**config.mk**
```make
export PLATFORM = sky130hd
export DESIGN_NAME = async_serial_uart_core
export DESIGN_NICKNAME = d
export VERILOG_FILES = /design/src/uart_core_pkg.sv /design/src/baud_tick_if.sv /design/src/async_serial_uart_core.sv /design/src/uart_tx.sv
export SDC_FILE = /design/constraint.sdc
export NUM_CORES = 1
export LEC_CHECK = 0
export ABC_CLOCK_PERIOD_IN_PS = 1650
export BUFFER_PORTS_ARGS = -buffer_cell sky130_fd_sc_hd__buf_2
export CORE_ASPECT_RATIO = 0.9
export CORE_MARGIN = 3
export CORE_UTILIZATION = 50
export DETAILED_ROUTE_END_ITERATION = 16
export GPL_ROUTABILITY_DRIVEN = 1
export PLACE_DENSITY = 0.75
export SYNTH_ARGS = -nofsm -noshare
export SYNTH_HDL_FRONTEND = slang
export SYNTH_SLANG_ARGS = --single-unit
```
**constraint.sdc**
```tcl
create_clock -name i_mclk -period 1.65 [get_ports i_mclk]
set_input_delay 0.0825 -clock i_mclk [delete_from_list [all_inputs] [get_ports i_mclk]]
set_output_delay 0.0825 -clock i_mclk [all_outputs]
set_load 0.02 [all_outputs]
```
**src/uart_core_pkg.sv**
```systemverilog
// constants shared by the async serial core and its sub-blocks
// assumes a single system clock domain; no bus, configuration arrives on plain ports
package uart_core_pkg;
    localparam int          BAUD_DIV        = 16;
    localparam int          START_HALF      = 8;
    localparam logic [3:0]  BAUD_SRC_EXT    = 4'h8;
    localparam logic [7:0]  BAUD_SEL_EXT    = 8'h80;
    localparam logic [1:0]  PAR_NONE        = 2'h0;
    localparam logic [1:0]  PAR_ZERO        = 2'h1;
    localparam logic [1:0]  PAR_ODD         = 2'h2;
    localparam logic [1:0]  PAR_EVEN        = 2'h3;
    localparam int          ERR_PAR_BIT     = 2;
    localparam int          ERR_FRM_BIT     = 1;
    localparam int          ERR_OVR_BIT     = 0;
    localparam logic [7:0]  ERR_STATUS_RST  = 8'h00;
    localparam logic [7:0]  RX_BUF_RST      = 8'h00;
    localparam logic [10:0] TX_SHIFT_IDLE   = 11'h7ff;

    typedef struct packed {
        logic [1:0] parity_sel;
        logic       char_length_bit;
        logic       stop_length_bit;
    } frame_cfg_t;

    function automatic logic odd_ones(input logic [7:0] d);
        return ^d;
    endfunction
endpackage

```
**src/baud_tick_if.sv**
```systemverilog
// carries the 16x sample tick from the core to its tx and rx halves, and the frame settings to its tx half
// assumes all members are driven in the i_mclk domain
`timescale 1ns/1ps
interface baud_tick_if;
    import uart_core_pkg::*;
    logic       tick16;
    frame_cfg_t cfg;
    modport src (output tick16, output cfg);
    modport dst (input tick16, input cfg);
endinterface

```
**src/async_serial_uart_core.sv**
```systemverilog
// async serial transceiver core: external-pin baud source, frame receiver, error status
// assumes a 25 MHz i_mclk well above 16x the bit rate; rx and baud pins are asynchronous
//
// Notes on behaviour
// - pin baud clock selected by 80H; bit rate is pin clock divided by 16.
// - frame is start, 7 or 8 data, optional parity, one or two stops.
// - seven-bit mode ignores tx bit 7 and returns rx bit 7 as zero.
// - even parity bit is data ones odd; odd parity is its inverse.
// - receiver flags parity error on odd total (even) or even total (odd).
// - zero parity sends 0 and never checks on receive.
// - no parity means no parity bit sent or expected, no parity error.
// - writing the tx shift register starts a framed transmission.
// - tx-complete event and request flag rise once the shift register empties.
// - receive enable makes the receiver sample the rx line on the bit clock.
// - falling line starts 3-bit counter; half-bit recheck confirms start bit.
// - frame ends after data, optional parity and one stop bit only.
// - completed frame moves to receive buffer and raises rx-complete event.
// - faulty frames still load the buffer and raise rx-complete.
// - dropping receive enable aborts reception; buffer and status kept, no event.
// - parity, framing and overrun errors are detected.
// - parity error alone reads error status 04H.
// - buffer read or next frame clears error flags; new faults set again.
// - parity field 00 none, 01 zero, 10 odd, 11 even.
// - char length 0 is 7 bits, 1 is 8; stop length 0 one, 1 two.
// - error status bit2 parity, bit1 framing, bit0 overrun; resets 00H.
// - select bits 1000 choose the pin clock; other values prohibited.
`timescale 1ns/1ps
module async_serial_uart_core
    import uart_core_pkg::*;
(
    input  wire logic       i_mclk,
    input  wire logic       i_rst,
    input  wire logic       i_ext_baud_clk_pin,
    input  wire logic [7:0] i_baud_source_select,
    input  wire logic       i_tx_enable_bit,
    input  wire logic       i_rx_enable_bit,
    input  wire logic [1:0] i_parity_sel,
    input  wire logic       i_char_length_bit,
    input  wire logic       i_stop_length_bit,
    input  wire logic       i_tx_write,
    input  wire logic [7:0] i_tx_data,
    input  wire logic       i_rx_buffer_read,
    input  wire logic       i_tx_flag_clear,
    input  wire logic       i_serial_rx_input,
    output logic            o_serial_tx_output,
    output logic            o_tx_busy,
    output logic            o_tx_complete_event,
    output logic            o_tx_complete_request_flag,
    output logic            o_rx_complete_event,
    output logic [7:0]      o_rx_buffer_reg,
    output logic [7:0]      o_rx_error_status,
    output logic            o_rx_busy
);
    import uart_core_pkg::*;

    typedef enum logic [2:0] {RX_IDLE, RX_START, RX_DATA, RX_PARITY, RX_STOP} rx_state_t;

    baud_tick_if bt ();

    logic [2:0] bclk_sync_r;
    logic [1:0] rxd_sync_r;
    logic       rxd_s;
    logic       src_ok;
    rx_state_t  state_r;
    logic [3:0] sub_r;
    logic [2:0] half_cnt_r;
    logic [2:0] bit_idx_r;
    logic [7:0] shift_r;
    logic       par_err_r;
    logic       rx_done_pulse;
    logic       rx_full_r;
    logic [7:0] char_nxt;
    logic       tx_done;

    // pin clock crosses two flops; the third only feeds the edge detector
    always_ff @(posedge i_mclk)
    begin
        if (i_rst)
            bclk_sync_r <= '0;
        else
            bclk_sync_r <= {bclk_sync_r[1:0], i_ext_baud_clk_pin};
    end

    always_ff @(posedge i_mclk)
    begin
        if (i_rst)
            rxd_sync_r <= 2'b11;
        else
            rxd_sync_r <= {rxd_sync_r[0], i_serial_rx_input};
    end
    assign rxd_s = rxd_sync_r[1];

    // prohibited select codes freeze the bit clock instead of running at a guess
    assign src_ok        = i_baud_source_select == BAUD_SEL_EXT
                           && i_baud_source_select[7:4] == BAUD_SRC_EXT;
    assign bt.tick16     = src_ok && bclk_sync_r[1] && !bclk_sync_r[2];
    assign bt.cfg        = '{parity_sel: i_parity_sel, char_length_bit: i_char_length_bit,
                             stop_length_bit: i_stop_length_bit};

    uart_tx u_tx (
        .i_mclk          (i_mclk),
        .i_rst           (i_rst),
        .bt              (bt.dst),
        .i_tx_enable_bit (i_tx_enable_bit),
        .i_tx_write      (i_tx_write),
        .i_tx_data       (i_tx_data),
        .o_txd           (o_serial_tx_output),
        .o_tx_busy       (o_tx_busy),
        .o_tx_done       (tx_done)
    );

    assign o_tx_complete_event = tx_done;

    // set wins over a clear arriving in the same cycle
    always_ff @(posedge i_mclk)
    begin
        if (i_rst)
            o_tx_complete_request_flag <= 1'b0;
        else if (tx_done)
            o_tx_complete_request_flag <= 1'b1;
        else if (i_tx_flag_clear)
            o_tx_complete_request_flag <= 1'b0;
    end

    // receive sequencer; sub_r counts 16x ticks within a bit
    always_ff @(posedge i_mclk)
    begin
        if (i_rst || !i_rx_enable_bit)
        begin
            state_r    <= RX_IDLE;
            sub_r      <= '0;
            half_cnt_r <= '0;
            bit_idx_r  <= '0;
            shift_r    <= '0;
        end
        else if (bt.tick16)
        begin
            unique case (state_r)
                RX_IDLE:
                begin
                    half_cnt_r <= '0;
                    if (!rxd_s)
                        state_r <= RX_START;
                end
                RX_START:
                begin
                    half_cnt_r <= half_cnt_r + 3'd1;
                    if (half_cnt_r == 3'(START_HALF - 2))
                    begin
                        // half a bit after the fall: recheck the line
                        if (!rxd_s)
                        begin
                            state_r   <= RX_DATA;
                            sub_r     <= '0;
                            bit_idx_r <= '0;
                        end
                        else
                            state_r <= RX_IDLE;
                    end
                end
                default:
                begin
                    sub_r <= sub_r + 4'd1;
                    if (sub_r == 4'(BAUD_DIV - 1))
                    begin
                        sub_r <= '0;
                        if (state_r == RX_DATA)
                        begin
                            shift_r   <= {rxd_s, shift_r[7:1]};
                            bit_idx_r <= bit_idx_r + 3'd1;
                            if (bit_idx_r == (i_char_length_bit ? 3'd7 : 3'd6))
                                state_r <= (i_parity_sel == PAR_NONE) ? RX_STOP : RX_PARITY;
                        end
                        else if (state_r == RX_PARITY)
                            state_r <= RX_STOP;
                        else
                            state_r <= RX_IDLE;
                    end
                end
            endcase
        end
    end

    // 7-bit characters land in shift_r[7:1]; realign and zero bit 7
    assign char_nxt = i_char_length_bit ? shift_r : {1'b0, shift_r[7:1]};

    always_ff @(posedge i_mclk)
    begin
        if (i_rst || !i_rx_enable_bit)
            par_err_r <= 1'b0;
        else if (bt.tick16 && state_r == RX_PARITY && sub_r == 4'(BAUD_DIV - 1))
        begin
            unique case (i_parity_sel)
                PAR_EVEN: par_err_r <= odd_ones(char_nxt) ^ rxd_s;
                PAR_ODD:  par_err_r <= ~(odd_ones(char_nxt) ^ rxd_s);
                default:  par_err_r <= 1'b0;
            endcase
        end
        else if (state_r == RX_IDLE)
            par_err_r <= 1'b0;
    end

    assign rx_done_pulse = i_rx_enable_bit && bt.tick16 && state_r == RX_STOP
                           && sub_r == 4'(BAUD_DIV - 1);

    always_ff @(posedge i_mclk)
    begin
        if (i_rst)
        begin
            o_rx_buffer_reg     <= RX_BUF_RST;
            o_rx_error_status   <= ERR_STATUS_RST;
            o_rx_complete_event <= 1'b0;
            rx_full_r           <= 1'b0;
        end
        else
        begin
            o_rx_complete_event <= rx_done_pulse;
            if (rx_done_pulse)
            begin
                o_rx_buffer_reg                <= char_nxt;
                rx_full_r                      <= 1'b1;
                // new frame replaces all flags, which wins over a same-cycle read
                o_rx_error_status              <= ERR_STATUS_RST;
                o_rx_error_status[ERR_PAR_BIT] <= par_err_r;
                o_rx_error_status[ERR_FRM_BIT] <= !rxd_s;
                o_rx_error_status[ERR_OVR_BIT] <= rx_full_r && !i_rx_buffer_read;
            end
            else if (i_rx_buffer_read)
            begin
                rx_full_r         <= 1'b0;
                o_rx_error_status <= ERR_STATUS_RST;
            end
        end
    end

    assign o_rx_busy = state_r != RX_IDLE;
endmodule

```
**src/uart_tx.sv**
```systemverilog
// transmit half: frames a character and shifts it out lsb first
// assumes tick16 is a one-cycle pulse at sixteen times the bit rate
`timescale 1ns/1ps
module uart_tx
    import uart_core_pkg::*;
(
    input  wire logic       i_mclk,
    input  wire logic       i_rst,
    baud_tick_if.dst        bt,
    input  wire logic       i_tx_enable_bit,
    input  wire logic       i_tx_write,
    input  wire logic [7:0] i_tx_data,
    output logic            o_txd,
    output logic            o_tx_busy,
    output logic            o_tx_done
);
    import uart_core_pkg::*;

    logic [10:0] shift_r;
    logic [3:0]  bits_left_r;
    logic [3:0]  sub_r;
    logic        busy_r;
    logic [7:0]  data_nxt;
    logic        par_nxt;
    logic [3:0]  count_nxt;
    logic [10:0] frame_nxt;

    always_comb
    begin
        data_nxt  = bt.cfg.char_length_bit ? i_tx_data : {1'b0, i_tx_data[6:0]};
        par_nxt   = 1'b0;
        unique case (bt.cfg.parity_sel)
            PAR_EVEN: par_nxt = odd_ones(data_nxt);
            PAR_ODD:  par_nxt = ~odd_ones(data_nxt);
            default:  par_nxt = 1'b0;
        endcase
        // bits after the start bit: data, optional parity, stops
        count_nxt = 4'd7 + {3'd0, bt.cfg.char_length_bit} + {3'd0, bt.cfg.parity_sel != PAR_NONE}
                  + 4'd1 + {3'd0, bt.cfg.stop_length_bit};
        // positions above the character keep the idle ones, which become the stop bits
        frame_nxt = TX_SHIFT_IDLE;
        if (bt.cfg.parity_sel == PAR_NONE)
        begin
            if (bt.cfg.char_length_bit)
                frame_nxt[7:0] = data_nxt;
            else
                frame_nxt[6:0] = data_nxt[6:0];
        end
        else if (bt.cfg.char_length_bit)
            frame_nxt[8:0] = {par_nxt, data_nxt};
        else
            frame_nxt[7:0] = {par_nxt, data_nxt[6:0]};
        frame_nxt = {frame_nxt[9:0], 1'b0};
    end

    always_ff @(posedge i_mclk)
    begin
        if (i_rst || !i_tx_enable_bit)
        begin
            shift_r     <= TX_SHIFT_IDLE;
            bits_left_r <= '0;
            sub_r       <= '0;
            busy_r      <= 1'b0;
        end
        else if (i_tx_write && !busy_r)
        begin
            shift_r     <= frame_nxt;
            bits_left_r <= count_nxt + 4'd1;
            sub_r       <= '0;
            busy_r      <= 1'b1;
        end
        else if (busy_r && bt.tick16)
        begin
            sub_r <= sub_r + 4'd1;
            if (sub_r == 4'(BAUD_DIV - 1))
            begin
                shift_r     <= {1'b1, shift_r[10:1]};
                bits_left_r <= bits_left_r - 4'd1;
                if (bits_left_r == 4'd1)
                    busy_r <= 1'b0;
            end
        end
    end

    always_ff @(posedge i_mclk)
    begin
        if (i_rst)
            o_tx_done <= 1'b0;
        else
            o_tx_done <= i_tx_enable_bit && busy_r && bt.tick16 && sub_r == 4'(BAUD_DIV - 1)
                         && bits_left_r == 4'd1;
    end

    assign o_txd     = busy_r ? shift_r[0] : 1'b1;
    assign o_tx_busy = busy_r;
endmodule
```
==> impl_metrics.py, run 1 <==
metrics = {
    "synth": {
        "ys_seq_area_share_pct": 40.6,
        "syn-instance-count": 355,
        "synth.area.mux_share_pct": 4.04,
        "synthFlopType": "dfxtp_1",
        "ys_ff_latch": 61,
        "synth_top_family_by_area": "simple AND/OR/NAND/NOR gates",
        "synth_top_cell_by_area": "dfxtp_1",
        "synth_top_area_share_pct": 40.6,
        "yosysWarnings": 0,
        "synth_area_leaders": "dfxtp_1 (41%), a21oi_1 (5.8%), nand2_1 (5.2%)",
        "async_flop_share_pct": 0,
        "synthSimpleGateAreaFrac_pct": 25.6,
        "synth_compound_area_share_pct": 13.2,
        "synthAdderAreaFrac_pct": 4.16,
        "syn_avg_cell_area_um2": 8.47,
        "synth-xor-area-share_pct": 7.33,
        "synth-edff-count": 0,
        "synth_cell_type_count": 46,
        "syn-cell-area_um2": 3010,
    },
    "final_layout": {
        "diodes": 0,
        "final_cells": 505,
        "largest_reg_flops": 10,
        "postLayoutCoreUtil_pct": 65.8,
        "nNetsFinal": 469,
        "final_common_cell": "dfxtp_1",
        "area_growth_pct": 26.0,
        "drive_gt1_share_pct": 26.7,
        "final_cell_mix": "dfxtp_1 (59), buf_2 (45), nand2_1 (42)",
        "design_area_um2": 3790,
    },
    "power": {
        "swShare_pct": 23.2,
        "cellInternalPower_mw": 2.45,
        "p_sw_mw": 0.740,
        "worst_ir_drop_vdd_v": 0.000950,
        "p_seq_share_pct": 47.2,
        "power_frac_clock_pct": 45.0,
        "leakage_nw": 1.54,
        "pwr_density_cell_nw_per_um2": 843,
        "power_mw": 3.19,
        "comb_power_share_pct": 7.8,
    },
    "clocking": {
        "clock-sinks": 61,
        "cts_buffers": 9,
        "htree_num_levels": 3,
        "cts.clk_slew.worst_paths_ns": 0.07,
        "clockRootBuffer": "clkbuf_8",
        "cts_tree": "yes",
        "clock_latency_ns": 0.35,
        "cts_buffer_depth": 2,
    },
    "timing": {
        "holdWs_ns": -0.0000458,
        "finalMaxSlewViolations": 0,
        "rsz0062_at_grt": "true",
        "finalSetupTns_ns": 0,
        "finalHoldViolCount": 1,
        "setup_viol": 0,
        "fin_crit_ns": 1.59,
        "fmax_mhz": 629,
        "layout_setup_ws_ns": 0.0603,
        "fin_crit_sh_pct": 96.3,
        "skew_ns": 0.00882,
    },
    "setup_path": {
        "worstPathMaxFanout": 10,
        "slowest_stage": "dfxtp_1",
        "worstPathArrival_ns": 1.51,
        "end_kind": "primary output",
        "cpPeakStageDelay_ns": 0.40,
        "required_ns": 1.57,
        "critPathKind": "reg2out",
        "worstSetupStartpointType": "flop",
        "cp_cell_sequence": "buf_4 > or3_1 > buf_2",
    },
    "grt": {
        "overflow": 0,
        "grt_pass1_wl_um": 11300,
        "grt_pass1_vias": 2560,
        "grt_use_met3_pct": 7.53,
        "grt_antenna_before_repair": 0,
        "grtUsageTotal_pct": 20.9,
        "met1_usage_pct": 26.3,
        "grt_use_met2_pct": 33.7,
        "busiest_layer": "met2",
        "grt_max_degree": 20,
    },
    "die": {
        "dieArea_um2": 6980,
        "die_w_um": 87.7,
        "coreArea_um2": 5760,
        "die_y_um": 79.6,
        "rows": 26,
        "ioPinCount": 51,
        "start_util_pct": 52.2,
    },
    "routing": {
        "wl_per_cell_um": 13.2,
        "viasPerCell": 5.30,
        "first_pass_iters": 4,
        "drt-initial-drc-count": 115,
        "via_count": 2675,
        "antenna_left": 0,
        "drt_wl_total_um": 6680,
        "drc": 0,
    },
    "placement": {
        "gp_congestion": 0.838,
        "placedCellCount": 483,
        "dp_slack_ns": -0.284,
        "place_area_um2": 3480,
        "port_buffers": 45,
        "post-dp-hpwl_um": 4840,
    },
    "worst_hold_path": {
        "hold_path.class": "in2reg",
    },
    "run": {
        "max-cap-violations": 0,
    },
    "run_status": {
        "status": "finished with violations",
        "violations": "hold timing",
    },
}
[power by group through the flow]
stage | clock network (mW) | registers, mW | logic (mW)
4_1_cts | 1.46 | 1.51 | 0.246
3_3_place_gp | 0 | 1.54 | 0.233
3_5_place_dp | 0 | 1.54 | 0.238
2_1_floorplan | 0 | 1.54 | 0.161
6_report | 1.44 | 1.51 | 0.248
5_1_grt | 1.54 | 1.51 | 0.276
[worst max-delay path: cells and delay by family (launching register included)]
family	cells	cell delay [ns]
buffers and inverters	2	0.37
flip-flops	1	0.40
AND/OR/NAND/NOR	1	0.39
[cells in the mapped netlist, types with 2 or more instances]
master and n:
inv_1 7, and3_1 2, nor3_1 6, buf_4 7
a21oi_1 35, a31oi_1 2, nand2b_1 8, nand2_1 42
mux2i_1 11, nand3_1 12, o21ai_0 15, a211oi_1 9
nand4b_1 2, nor2b_1 15, xnor3_1 2, dfxtp_1 61
nor3b_1 4, xnor2_1 14, a22oi_1 2, xor2_1 6
or3_1 4, ha_1 10, clkbuf_1 12, nor2_1 41
or2_2 4, buf_1 2
[cell type report]
cell class              instances  area [um2]
repair buffers                 82         538
multi-input cells             269        1700
fillers                       481        1970
flip-flops and latches         61        1220
inverters                       7        26.3
well taps                      70        87.6
clock inverters                 5        75.1
clock buffers                  11         131
[final timing paths]
check                              startpoint                    to  slack (ns)  cells after the start
worst max-delay path               state_r[0]             o_rx_busy        0.06                      3
worst min register to register  rxd_sync_r[0]         rxd_sync_r[1]        0.41                      1
worst max register to register       sub_r[1]  o_rx_error_status[0]        0.08                      6
worst min-delay path             i_tx_data[4]       u_tx.shift_r[5]    -0.00005                      3
[repair_timing]
action | CTS | global route
hold endpoints to repair | 4 | 0
buffers inserted | 1 | 0
setup endpoints to repair | 6 | 32
cloned | 1 | 0
pin swaps | 0 | 1
hold buffers | 4 | 0
gates resized for setup | 2 | 13
[cell families (layout without fill, tap and decap cells)]
| kind of cell | count (synthesis) | after routing |
|---|---|---|
| xor gates and xnor gates | 22 | 22 |
| other | 1 | 5 |
| DFF | 61 | 61 |
| muxes | 12 | 12 |
| adders and majority gates | 10 | 10 |
| and+or+nand+nor | 150 | 151 |
| AOI/OAI and AO/OA | 69 | 69 |
| buffers and inverters | 30 | 105 |
[layer usage]
layer / up-vias / routed length [um]
met4: 0 / 80
met3: 9 / 396
met2: 58 / 3080
li1: 1353 / -
met1: 1255 / 3120
met5: - / 0
No activity file was read; power rests on OpenSTA's default activity.
==> run 2: changes to the inputs <==
--- a/config.mk
+++ b/config.mk
@@ -9,10 +9,10 @@
 export BUFFER_PORTS_ARGS = -buffer_cell sky130_fd_sc_hd__buf_2
 export CORE_ASPECT_RATIO = 0.9
 export CORE_MARGIN = 3
-export CORE_UTILIZATION = 50
+export CORE_UTILIZATION = 35
 export DETAILED_ROUTE_END_ITERATION = 16
 export GPL_ROUTABILITY_DRIVEN = 1
-export PLACE_DENSITY = 0.75
+export PLACE_DENSITY = 0.56
 export SYNTH_ARGS = -nofsm -noshare
 export SYNTH_HDL_FRONTEND = slang
 export SYNTH_SLANG_ARGS = --single-unit
==> impl_metrics.py, run 2 (synthesis gave the netlist of run 1 again) <==
metrics = {
    "worst_hold_path": {
        "hold_path.class": "in2reg",
    },
    "routing": {
        "viasPerCell": 4.75,
        "antenna_left": 0,
        "wl_per_cell_um": 12.6,
        "drc": 0,
        "drt-initial-drc-count": 122,
        "drt_wl_total_um": 6980,
        "via_count": 2635,
        "first_pass_iters": 4,
    },
    "clocking": {
        "cts.clk_slew.worst_paths_ns": 0.07,
        "cts_buffer_depth": 2,
        "clock-sinks": 61,
        "clockRootBuffer": "clkbuf_8",
        "cts_buffers": 9,
        "htree_num_levels": 3,
        "cts_tree": "yes",
        "clock_latency_ns": 0.34,
    },
    "timing": {
        "fin_crit_sh_pct": 94.8,
        "layout_setup_ws_ns": 0.0853,
        "holdWs_ns": 0.0221,
        "finalHoldViolCount": 0,
        "fmax_mhz": 639,
        "fin_crit_ns": 1.56,
        "setup_viol": 0,
        "skew_ns": 0.0107,
        "finalMaxSlewViolations": 0,
    },
    "setup_path": {
        "cp.buffers_inverters": 1,
        "slowest_stage": "dfxtp_1",
        "worstPathArrival_ns": 1.79,
        "cpPeakStageDelay_ns": 0.32,
        "worstPathMaxFanout": 5,
        "critPathTopFamily": "simple AND/OR/NAND/NOR gates",
        "cp_cell_sequence": "ha_1 > and4_2 > and2_4 > buf_4 > a211oi_2 > o21ai_0",
        "end_kind": "flop",
        "worstSetupStartpointType": "flop",
        "critPathKind": "reg2reg",
        "required_ns": 1.87,
        "r2r_slack_ns": 0.09,
    },
    "final_layout": {
        "nNetsFinal": 474,
        "design_area_um2": 3910,
        "diodes": 0,
        "largest_reg_flops": 10,
        "area_growth_pct": 30.2,
        "final_cell_mix": "dfxtp_1 (58), buf_2 (45), nand2_1 (42)",
        "drive_gt1_share_pct": 28.0,
        "final_common_cell": "dfxtp_1",
        "final_cells": 555,
    },
    "die": {
        "die_y_um": 93.9,
        "rows": 31,
        "coreArea_um2": 8180,
        "ioPinCount": 51,
        "die_w_um": 104,
        "start_util_pct": 36.7,
        "dieArea_um2": 9740,
    },
    "placement": {
        "port_buffers": 45,
        "post-dp-hpwl_um": 5030,
        "gp_congestion": 0.791,
        "dp_slack_ns": -0.280,
        "placedCellCount": 531,
        "place_area_um2": 3550,
    },
    "power": {
        "power_mw": 3.39,
        "leakage_nw": 1.57,
        "pwr_density_cell_nw_per_um2": 865,
        "worst_ir_drop_vdd_v": 0.000408,
    },
    "grt": {
        "grt_max_degree": 21,
        "overflow": 0,
        "grt_antenna_before_repair": 0,
        "grt_pass1_wl_um": 11500,
        "grtUsageTotal_pct": 14.6,
        "grt_pass1_vias": 2413,
    },
    "run": {
        "max-cap-violations": 0,
    },
    "run_status": {
        "status": "finished clean",
    },
}
-- run 2: per-layer routing --
layer	wire (um)	vias to the layer above	track usage, %
met5	0	-	0
met4	102	0	6.20
met3	388	10	4.67
met2	2990	52	21.3
met1	3490	1210	19.9
li1	-	1363	-
-- run 2: area by class of cell --
cell class                      count  area (um2)
Fill cell                         805        4270
Multi-Input combinational cell    270        1710
Sequential cell                    61        1220
Timing Repair Buffer               86         568
Clock buffer                       12         145
Tap cell                          115         144
Clock inverter                      4        95.1
Inverter                            7        26.3
-- run 2: path summary, 6_finish.rpt --
check | from | depth (start not counted) | endpoint
worst min-delay path | i_tx_data[6] | 3 | u_tx.shift_r[7]
worst max register to register | u_tx.sub_r[0] | 6 | u_tx.shift_r[1]
worst max-delay path | u_tx.sub_r[0] | 6 | u_tx.shift_r[1]
worst min register to register | rxd_sync_r[0] | 1 | rxd_sync_r[1]
-- run 2: repair_timing --
| item | CTS | global route |
|---|---|---|
| setup buffers | 0 | 3 |
| cloned | 0 | 2 |
| resized for setup | 1 | 18 |
| pin swaps | 1 | 5 |
| endpoints found under the setup margin | 15 | 26 |
| hold buffers | 3 | 0 |
| endpoints found under the hold margin | 3 | 0 |
-- run 2: worst register-to-register path: cells and delay by family (launching register included) --
kind,cells,cell delay [ns]
AOI/OAI and AO/OA,2,0.31
buffers and inverters,1,0.14
DFF,1,0.32
and+or+nand+nor,2,0.47
adders and majority gates,1,0.21
-- run 2: stage by stage --
stage | utilization [%] | setup TNS, ns
after floorplan | - | -0.0693
after global placement | 43.3 | -8.14
after detailed placement | 43.3 | -9.31
final | 47.8 | 0
after global routing | 47.8 | -0.0561
after CTS | 46.7 | 0
-- run 2: power by group --
| group | internal (mW) | switching (mW) | total, mW | leakage, nW |
|---|---|---|---|---|
| clock network | 1.04 | 0.578 | 1.62 | 0.121 |
| registers | 1.49 | 0.0144 | 1.51 | 0.496 |
| logic | 0.120 | 0.137 | 0.257 | 0.951 |
| total | 2.66 | 0.729 | 3.39 | 1.57 |
